--- config.mk ---
export PLATFORM = sky130hd
export DESIGN_NAME = instruction_cycle_timing
export DESIGN_NICKNAME = d
export VERILOG_FILES = /design/src/hw/cycle_pkg.sv /design/src/hw/clock_divider.sv /design/src/hw/instruction_cycle_timing.sv
export SDC_FILE = /design/constraint.sdc
export NUM_CORES = 1
export LEC_CHECK = 0
export ABC_AREA = 1
export ABC_CLOCK_PERIOD_IN_PS = 3600
export BUFFER_PORTS_ARGS = -buffer_cell sky130_fd_sc_hd__buf_2
export CAP_MARGIN = 20
export CELL_PAD_IN_SITES_DETAIL_PLACEMENT = 1
export CELL_PAD_IN_SITES_GLOBAL_PLACEMENT = 1
export CORE_UTILIZATION = 37
export CTS_BUF_LIST = sky130_fd_sc_hd__clkbuf_4 sky130_fd_sc_hd__clkbuf_8
export CTS_CLUSTER_DIAMETER = 200
export DETAILED_ROUTE_END_ITERATION = 12
export HOLD_SLACK_MARGIN = 0.12
export PLACE_DENSITY = 0.89
export SLEW_MARGIN = 20
export SYNTH_ARGS = -nofsm -noshare
export SYNTH_HDL_FRONTEND = slang
export SYNTH_SLANG_ARGS = --single-unit
--- constraint.sdc ---
create_clock -name sys_clk -period 3.6 [get_ports sys_clk]
set_input_delay 0.72 -clock sys_clk [delete_from_list [all_inputs] [get_ports sys_clk]]
set_output_delay 0.72 -clock sys_clk [all_outputs]
set_load 0.01 [all_outputs]
--- src/hw/cycle_pkg.sv ---
package cycle_pkg;

  // ----------------------------------------------------------------
  // Timing constants
  // ----------------------------------------------------------------
  localparam int MC_CLOCKS = 4;
  localparam int LEGACY_CLOCKS = 12;
  localparam logic [2:0] STRETCH_RESET = 3'h1;
  localparam logic [3:0] XMOVE_BASE_CYCLES = 4'h2;
  localparam logic TIMER_FAST_RESET = 1'b0;

  // ----------------------------------------------------------------
  // Opcodes with timing that departs from one cycle per byte, plus NOP, ADD immediate and direct to direct move, which keep it
  // ----------------------------------------------------------------
  localparam logic [7:0] OP_MUL = 8'hA4;
  localparam logic [7:0] OP_DIV = 8'h84;
  localparam logic [7:0] OP_INC_DP = 8'hA3;
  localparam logic [7:0] OP_MOV_DD = 8'h85;
  localparam logic [7:0] OP_LJMP = 8'h02;
  localparam logic [7:0] OP_LCALL = 8'h12;
  localparam logic [7:0] OP_RET = 8'h22;
  localparam logic [7:0] OP_RETI = 8'h32;
  localparam logic [7:0] OP_SJMP = 8'h80;
  localparam logic [7:0] OP_JMP_IND = 8'h73;
  localparam logic [7:0] OP_MOVC_DP = 8'h93;
  localparam logic [7:0] OP_MOVC_PC = 8'h83;
  localparam logic [7:0] OP_DJNZ_DIR = 8'hD5;
  localparam logic [7:0] OP_NOP = 8'h00;
  localparam logic [7:0] OP_ADD_IMM = 8'h24;

  localparam logic [3:0] CYC_LONGEST = 4'h5;
  localparam logic [3:0] CYC_THREE = 4'h3;
  localparam logic [3:0] CYC_FOUR = 4'h4;

  // ----------------------------------------------------------------
  // Carriers
  // ----------------------------------------------------------------
  typedef struct packed {
    logic [1:0] bytes;
    logic [3:0] cycles;
    logic ext_move;
  } timing_s;

  typedef struct packed {
    logic [15:0] rel_offset;
    logic [10:0] abs_target;
    logic [15:0] long_target;
    logic indirect_valid;
    logic ptr_sel;
  } operand_s;

endpackage

--- src/hw/clock_divider.sv ---
`timescale 1ns/1ps

module clock_divider #(
  parameter int DIV = 4
) (
  input wire logic sys_clk, // oscillator clock
  input wire logic rst, // synchronous reset, high
  output logic tick, // one-cycle pulse every DIV clocks
  output logic [$clog2(DIV)-1:0] count // position inside the period
);

  localparam logic [$clog2(DIV)-1:0] LAST = ($clog2(DIV))'(DIV - 1);

  logic [$clog2(DIV)-1:0] count_reg;

  always_ff @(posedge sys_clk) begin
    if (rst) begin
      count_reg <= '0;
    end else if (count_reg == LAST) begin
      count_reg <= '0;
    end else begin
      count_reg <= count_reg + 1'b1;
    end
  end

  assign tick = (count_reg == LAST);
  assign count = count_reg;

endmodule

--- src/hw/instruction_cycle_timing.sv ---
`timescale 1ns/1ps

// What this block does
// - Machine cycle lasts exactly four clocks
// - Shortest instructions finish in one cycle
// - No idle cycles between instructions
// - Semantics unchanged, only timing differs
// - Timers tick every twelve clocks after reset
// - Timers selectable to tick every four
// - One address latch strobe per cycle
// - One machine cycle per opcode byte, except jumps, calls, returns, MOVC, INC DPTR, MUL, DIV and external moves
// - External data move takes two cycles minimum
// - Direct to direct move takes three cycles
// - Multiply and divide take five cycles
// - Relative offset is signed byte
// - Indirect operand pointer is R0 or R1
// - Long jump/call carry 16-bit target
// - Absolute jump/call carry 11-bit target
// - Stretch value 0 to 7 programmable
// - Stretch value resets to one
module instruction_cycle_timing (
  input wire logic sys_clk, // oscillator clock
  input wire logic rst, // synchronous reset, high
  input wire logic op_valid, // opcode offered
  input wire logic [7:0] opcode, // opcode byte
  input wire logic [7:0] operand1, // first operand byte
  input wire logic [7:0] operand2, // second operand byte
  output logic op_ready, // opcode accepted this cycle if offered
  input wire logic stretch_we, // load stretch value
  input wire logic [2:0] stretch_in, // new stretch value
  input wire logic timer_mode_we, // load timer rate select
  input wire logic timer_fast_in, // 1 = four clocks per tick
  output logic ale, // address latch strobe
  output logic mc_tick, // last clock of machine cycle
  output logic timer_tick, // timer increment enable
  output logic busy, // instruction executing
  output logic instr_done, // last clock of instruction
  output cycle_pkg::timing_s timing, // timing of current instruction
  output cycle_pkg::operand_s operands, // decoded operand fields
  output logic [2:0] stretch, // active stretch value
  output logic timer_fast // active timer rate
);

  // ----------------------------------------------------------------
  // Dividers
  // ----------------------------------------------------------------
  logic mc_last;
  logic [1:0] phase;
  logic legacy_tick;

  clock_divider #(.DIV(cycle_pkg::MC_CLOCKS)) u_mc_div (
    .sys_clk(sys_clk),
    .rst(rst),
    .tick(mc_last),
    .count(phase)
  );

  clock_divider #(.DIV(cycle_pkg::LEGACY_CLOCKS)) u_legacy_div (
    .sys_clk(sys_clk),
    .rst(rst),
    .tick(legacy_tick),
    .count()
  );

  // Strobe on the first clock of every cycle, busy or not
  assign ale = (phase == 2'h0);
  assign mc_tick = mc_last;

  // ----------------------------------------------------------------
  // Control settings
  // ----------------------------------------------------------------
  logic [2:0] stretch_reg;
  logic timer_fast_reg;

  always_ff @(posedge sys_clk) begin
    if (rst) begin
      stretch_reg <= cycle_pkg::STRETCH_RESET;
    end else if (stretch_we) begin
      stretch_reg <= stretch_in;
    end
  end

  always_ff @(posedge sys_clk) begin
    if (rst) begin
      timer_fast_reg <= cycle_pkg::TIMER_FAST_RESET;
    end else if (timer_mode_we) begin
      timer_fast_reg <= timer_fast_in;
    end
  end

  // Fast ticks share the machine cycle divider, so they stay aligned
  assign timer_tick = timer_fast_reg ? mc_last : legacy_tick;
  assign stretch = stretch_reg;
  assign timer_fast = timer_fast_reg;

  // ----------------------------------------------------------------
  // Decode
  // ----------------------------------------------------------------
  localparam logic [7:0] OP_LJ = cycle_pkg::OP_LJMP;
  localparam logic [7:0] OP_LC = cycle_pkg::OP_LCALL;
  localparam logic [7:0] OP_DV = cycle_pkg::OP_DIV;
  localparam logic [7:0] OP_DD = cycle_pkg::OP_MOV_DD;
  localparam logic [7:0] OP_DJ = cycle_pkg::OP_DJNZ_DIR;

  function automatic logic [1:0] op_bytes(input logic [7:0] op);
    logic [1:0] n;
    n = 2'h1;
    case (op[3:0])
      4'h0: begin
        if (op == 8'h10 || op == 8'h20 || op == 8'h30 || op == 8'h90) begin
          n = 2'h3;
        end else if (op[7:4] != 4'h0 && op[7:5] != 3'h7) begin
          n = 2'h2;
        end
      end
      4'h1: n = 2'h2;
      4'h2: begin
        if (op == OP_LJ || op == OP_LC) begin
          n = 2'h3;
        end else if (op[7:4] >= 4'h4 && op[7:5] != 3'h7) begin
          n = 2'h2;
        end
      end
      4'h3: begin
        if (op[7:4] >= 4'h4 && op[7:4] <= 4'h6) begin
          n = 2'h3;
        end
      end
      4'h4: begin
        if (op[7:4] == 4'hB) begin
          n = 2'h3;
        end else if (op[7:4] >= 4'h2 && op[7:4] <= 4'h9 && op != OP_DV) begin
          n = 2'h2;
        end
      end
      4'h5: begin
        if (op == 8'h75 || op == OP_DD || op == 8'hB5 || op == OP_DJ) begin
          n = 2'h3;
        end else if (op != 8'hA5) begin
          n = 2'h2;
        end
      end
      default: begin
        if (op[7:4] == 4'hB) begin
          n = 2'h3;
        end else if (op[7:4] == 4'h7 || op[7:4] == 4'h8 ||
                     op[7:4] == 4'hA ||
                     (op[7:4] == 4'hD && op[3])) begin
          n = 2'h2;
        end
      end
    endcase
    return n;
  endfunction

  // Only the count of cycles is decided here; the datapath keeps
  // the legacy results and flag effects untouched
  cycle_pkg::timing_s dec;
  logic ext_move;
  logic [3:0] xmove_cycles;

  assign ext_move = (opcode[7:5] == 3'h7) && (opcode[3:0] == 4'h0 ||
                    opcode[3:1] == 3'h1);
  assign xmove_cycles = cycle_pkg::XMOVE_BASE_CYCLES +
                        {1'b0, stretch_reg};

  always_comb begin
    dec.bytes = op_bytes(opcode);
    dec.ext_move = ext_move;
    dec.cycles = {2'h0, dec.bytes};
    if (ext_move) begin
      dec.cycles = xmove_cycles;
    end else if (opcode == cycle_pkg::OP_MUL || opcode == OP_DV) begin
      dec.cycles = cycle_pkg::CYC_LONGEST;
    end else if (opcode == cycle_pkg::OP_INC_DP) begin
      dec.cycles = cycle_pkg::CYC_THREE;
    end else if (opcode == OP_DD) begin
      dec.cycles = cycle_pkg::CYC_THREE;
    end else if (opcode == OP_LJ || opcode == OP_LC ||
                 opcode == cycle_pkg::OP_RET ||
                 opcode == cycle_pkg::OP_RETI ||
                 (opcode[7:4] <= 4'h3 && opcode[3:0] == 4'h0 &&
                  opcode != cycle_pkg::OP_NOP) ||
                 opcode[7:4] == 4'hB && (opcode[3:2] != 2'h0 ||
                 opcode[3:0] == 4'h4 || opcode[3:0] == 4'h5) ||
                 opcode == OP_DJ) begin
      dec.cycles = cycle_pkg::CYC_FOUR;
    end else if (opcode[3:0] == 4'h1 || opcode == cycle_pkg::OP_SJMP ||
                 opcode == cycle_pkg::OP_JMP_IND ||
                 opcode == cycle_pkg::OP_MOVC_DP ||
                 opcode == cycle_pkg::OP_MOVC_PC ||
                 (opcode[7:4] >= 4'h4 && opcode[7:4] <= 4'h7 &&
                  opcode[3:0] == 4'h0) ||
                 (opcode[7:4] == 4'hD && opcode[3])) begin
      dec.cycles = cycle_pkg::CYC_THREE;
    end
  end

  // ----------------------------------------------------------------
  // Sequencer
  // ----------------------------------------------------------------
  typedef enum logic {IDLE, EXEC} seq_e;
  seq_e state_reg;
  logic [3:0] left_reg;
  logic op_take;

  assign instr_done = (state_reg == EXEC) && mc_last && (left_reg == 4'h1);
  // New opcode only at a cycle edge, so no empty cycle is wasted
  assign op_ready = mc_last && (state_reg == IDLE || instr_done);
  assign op_take = op_ready && op_valid;
  assign busy = (state_reg == EXEC);

  always_ff @(posedge sys_clk) begin
    if (rst) begin
      state_reg <= IDLE;
    end else if (op_take) begin
      state_reg <= EXEC;
    end else if (instr_done) begin
      state_reg <= IDLE;
    end
  end

  always_ff @(posedge sys_clk) begin
    if (rst) begin
      left_reg <= 4'h0;
    end else if (op_take) begin
      left_reg <= dec.cycles;
    end else if (busy && mc_last) begin
      left_reg <= left_reg - 4'h1;
    end
  end

  always_ff @(posedge sys_clk) begin
    if (rst) begin
      timing <= '0;
    end else if (op_take) begin
      timing <= dec;
    end
  end

  // Operand fields, latched with the opcode
  always_ff @(posedge sys_clk) begin
    if (rst) begin
      operands <= '0;
    end else if (op_take) begin
      operands.rel_offset <= {{8{operand1[7]}}, operand1};
      operands.abs_target <= {opcode[7:5], operand1};
      operands.long_target <= {operand1, operand2};
      operands.indirect_valid <= (opcode[3:1] == 3'h3) && !ext_move;
      operands.ptr_sel <= opcode[0];
    end
  end

  // ----------------------------------------------------------------
  // Checks
  // ----------------------------------------------------------------
  logic [5:0] clk_count;
  logic [3:0] gap_count;
  logic slow_settled_reg;

  // First slow gap after a rate change may be short, so skip it
  always_ff @(posedge sys_clk) begin
    if (rst) begin
      slow_settled_reg <= 1'b1;
    end else if (timer_fast_reg) begin
      slow_settled_reg <= 1'b0;
    end else if (timer_tick) begin
      slow_settled_reg <= 1'b1;
    end
  end

  always_ff @(posedge sys_clk) begin
    if (rst || op_take) begin
      clk_count <= 6'h0;
    end else begin
      clk_count <= clk_count + 6'h1;
    end
  end

  always_ff @(posedge sys_clk) begin
    if (rst || timer_tick) begin
      gap_count <= 4'h0;
    end else begin
      gap_count <= gap_count + 4'h1;
    end
  end
endmodule

==> impl_results.md <==
* Status: finished clean
* CTS clk-pin slew, worst paths at roughly 0.090 ns
* Final TNS setup at 0 ns
* Root buffer cell: clkbuf_8
* Area contributors post-synth: dfxtp_1 36%, nor2_1 10%, nand2_1 9.5%
* RD Place Congestion at 0.8774
* MaxCap Viol Count at 0
* Cell variety after synth at 33
* DIE WIDTH at between 80 and 90 um
* Die area at 0.006843 mm2
* Overflow after GRT at 0
* CP endpoint kind: register
* Resize count post-CTS at 0
* Total wire length at approximately 6.7 mm
* Share of cells above drive strength 1 at 0.2995
* DRT Pass-1 Iters at 4
* Row cnt at 29
* First-pass GRT wire length at 10.52 mm
* Crit-path cells: ha_1 -> nand2_2 -> nor2_4 -> nor2_2 -> nor2_4 -> nand2_2 -> buf_4 -> inv_2 -> nor2_1 -> nor2_1 -> nand3_1 -> nand2_1 -> inv_1
* Seq/Total Area, Yosys at 0.3570
* Req. time, crit path at between 3 and 4 ns
* H-tree depth at 2
* Crit start category: register
* Post-Syn Instances at 348
* WS Path Type: reg -> reg
* Share of the synthesized area in the top cell type at 0.3570
* Static Leak at 1.481 nW
* Power Dens Cells at between 300 and 400 mW/mm2
* CTS Buf Count at 5
* Cell count after placement at 483
* Chip Height at just over 80 um
* CP Max Fanout at 32
* Regs by FF count: operands: 21 flops, timing: 7 flops
* Max Freq at between 400 and 500 MHz
* CP bufs+invs at 3
* Crit share post-route at 0.6857
* Port Buffers at 94
* Detailed router's first-iteration violation count at a little over 50
* Tot Pwr at 1.073 mW
* Post-Synthesis Net Count at 387
* Hold Crit Class: reg -> reg
* Max reg flops at 21
* Yosys warns at 0
* Total track usage at 0.2032
* R2R Setup Slk at 1.13 ns
* Pre-CTS setup slack at approximately 1.2 ns
* Syn_area_per_cell at 6.928 um2
* Layout area overhead at 17.28%
* Most frequent cell after synthesis: nor2_1
* Max-slew headroom at 0.4234
* Setup repair bufs after CTS at 0
* Post-Syn Area at 0.002411 mm2
* CTS tree: built
* Core Area at 0.006314 mm2
* Hold buffer count at CTS at 0
* Register bit total from synthesis at between 40 and 50
* Critical path's top delay family: simple AND/OR/NAND/NOR gates
* Peak VDD IR at 0.1953 mV
* Initial Util at 0.3819
* Number of synthesized flops with an enable pin at 0
* Final slew viol count at 0
* Largest net degree at the start of global routing at 34
* WL/cell at 13.62 um
* Ant. Diodes at 0
* Fin util at 0.4479
* Clock Path Buffers at 2
* Vias per cell at 4.916
* Detail Placement HPWL at 5.279 mm
* Synth cell count leaders: 65 x nor2_1, 61 x nand2_1, 43 x dfxtp_1
* Nets at 452
* DP Area at 0.002715 mm2
* Initial antenna violation count at 0
* DRC viols at 0
* Fin crit period at roughly 2.5 ns
* Fraction of registers with async set/reset at 0
* Sink Count at 43
* Crit-path max cell delay at 0.39 ns
* Top reg by flops: operands
* Hold_ws at around 0.47 ns
* Critical path arrival at 2.66 ns
* Final Hold Vio Count at 0
* Number of global-route vias before repair at 2,322
* DRT antenna net count at 0
* Max stage delay cell, worst path: inv_2
* Clk_skew at 0.01668 ns
* Worst Tran Pin Value at 0.8639 ns
* Non-Filler Instances at 491
* Post-route cell area at between 0.002 and 0.003 mm2
* Setup violators final at 0
* Later-pin clock latency in the skew report at 0.30 ns
* Worst setup margin at ~1.1 ns
* Via count at ~2.4k
* Synth Flop Type: dfxtp_1
* I/O Pins at 95
* RSZ-0062 raised after global routing: no
* Yosys top cell by area: dfxtp_1
cell usage in the layout (no fill, tap or decap), types with 2 or more instances in the layout:
cell,netlist,layout
a21oi_1,18,18
buf_2,2,94
clkbuf_8,0,5
dfxtp_1,43,43
ha_1,6,6
inv_1,31,31
inv_2,4,4
nand2_1,61,61
nand2_2,4,4
nand3_1,15,15
nand4_1,2,2
nor2_1,65,65
nor2_2,3,3
nor2_4,5,5
nor3_1,2,2
o211ai_1,2,2
o21ai_0,32,32
o21ai_1,6,6
xor2_1,2,2
power by group:
group | leakage (nW) | internal (mW) | total, mW | switching [mW]
clock | 0.0581 | 0.207 | 0.374 | 0.167
sequential | 0.350 | 0.498 | 0.514 | 0.0160
combinational | 1.07 | 0.0705 | 0.186 | 0.115
path summary, 6_finish.rpt:
kind	depth (start not counted)	start	endpoint
worst max-delay path	13	u_mc_div.count[0]	left_reg[1]
worst min-delay path	1	u_mc_div.count[0]	u_mc_div.count[0]
worst max register to register	13	u_mc_div.count[0]	left_reg[1]
worst min register to register	1	u_mc_div.count[0]	u_mc_div.count[0]
per-layer routing:
layer	share of wire	global-route usage
met5	0	0
met3	0.063	0.03846
met1	0.42	0.2336
met4	0.023	0.06552
met2	0.49	0.3738
layout make-up:
type	instances	area, um2
Clock buffer	5	68.82
Clock inverter	3	43.79
Fill cell	859	3486
Inverter	36	137.6
Multi-Input combinational cell	232	1142
Sequential cell	43	860.8
Tap cell	77	96.34
Timing Repair Buffer	95	478.0
cell families after synthesis:
family | synth area share
and+or+nand+nor | 0.2994
buffers and inverters | 0.1692
AOI/OAI and AO/OA | 0.1323
DFF | 0.3570
adders and majority gates | 0.03114
xor gates and xnor gates | 0.01090
Power figures use the tool's default switching activity.
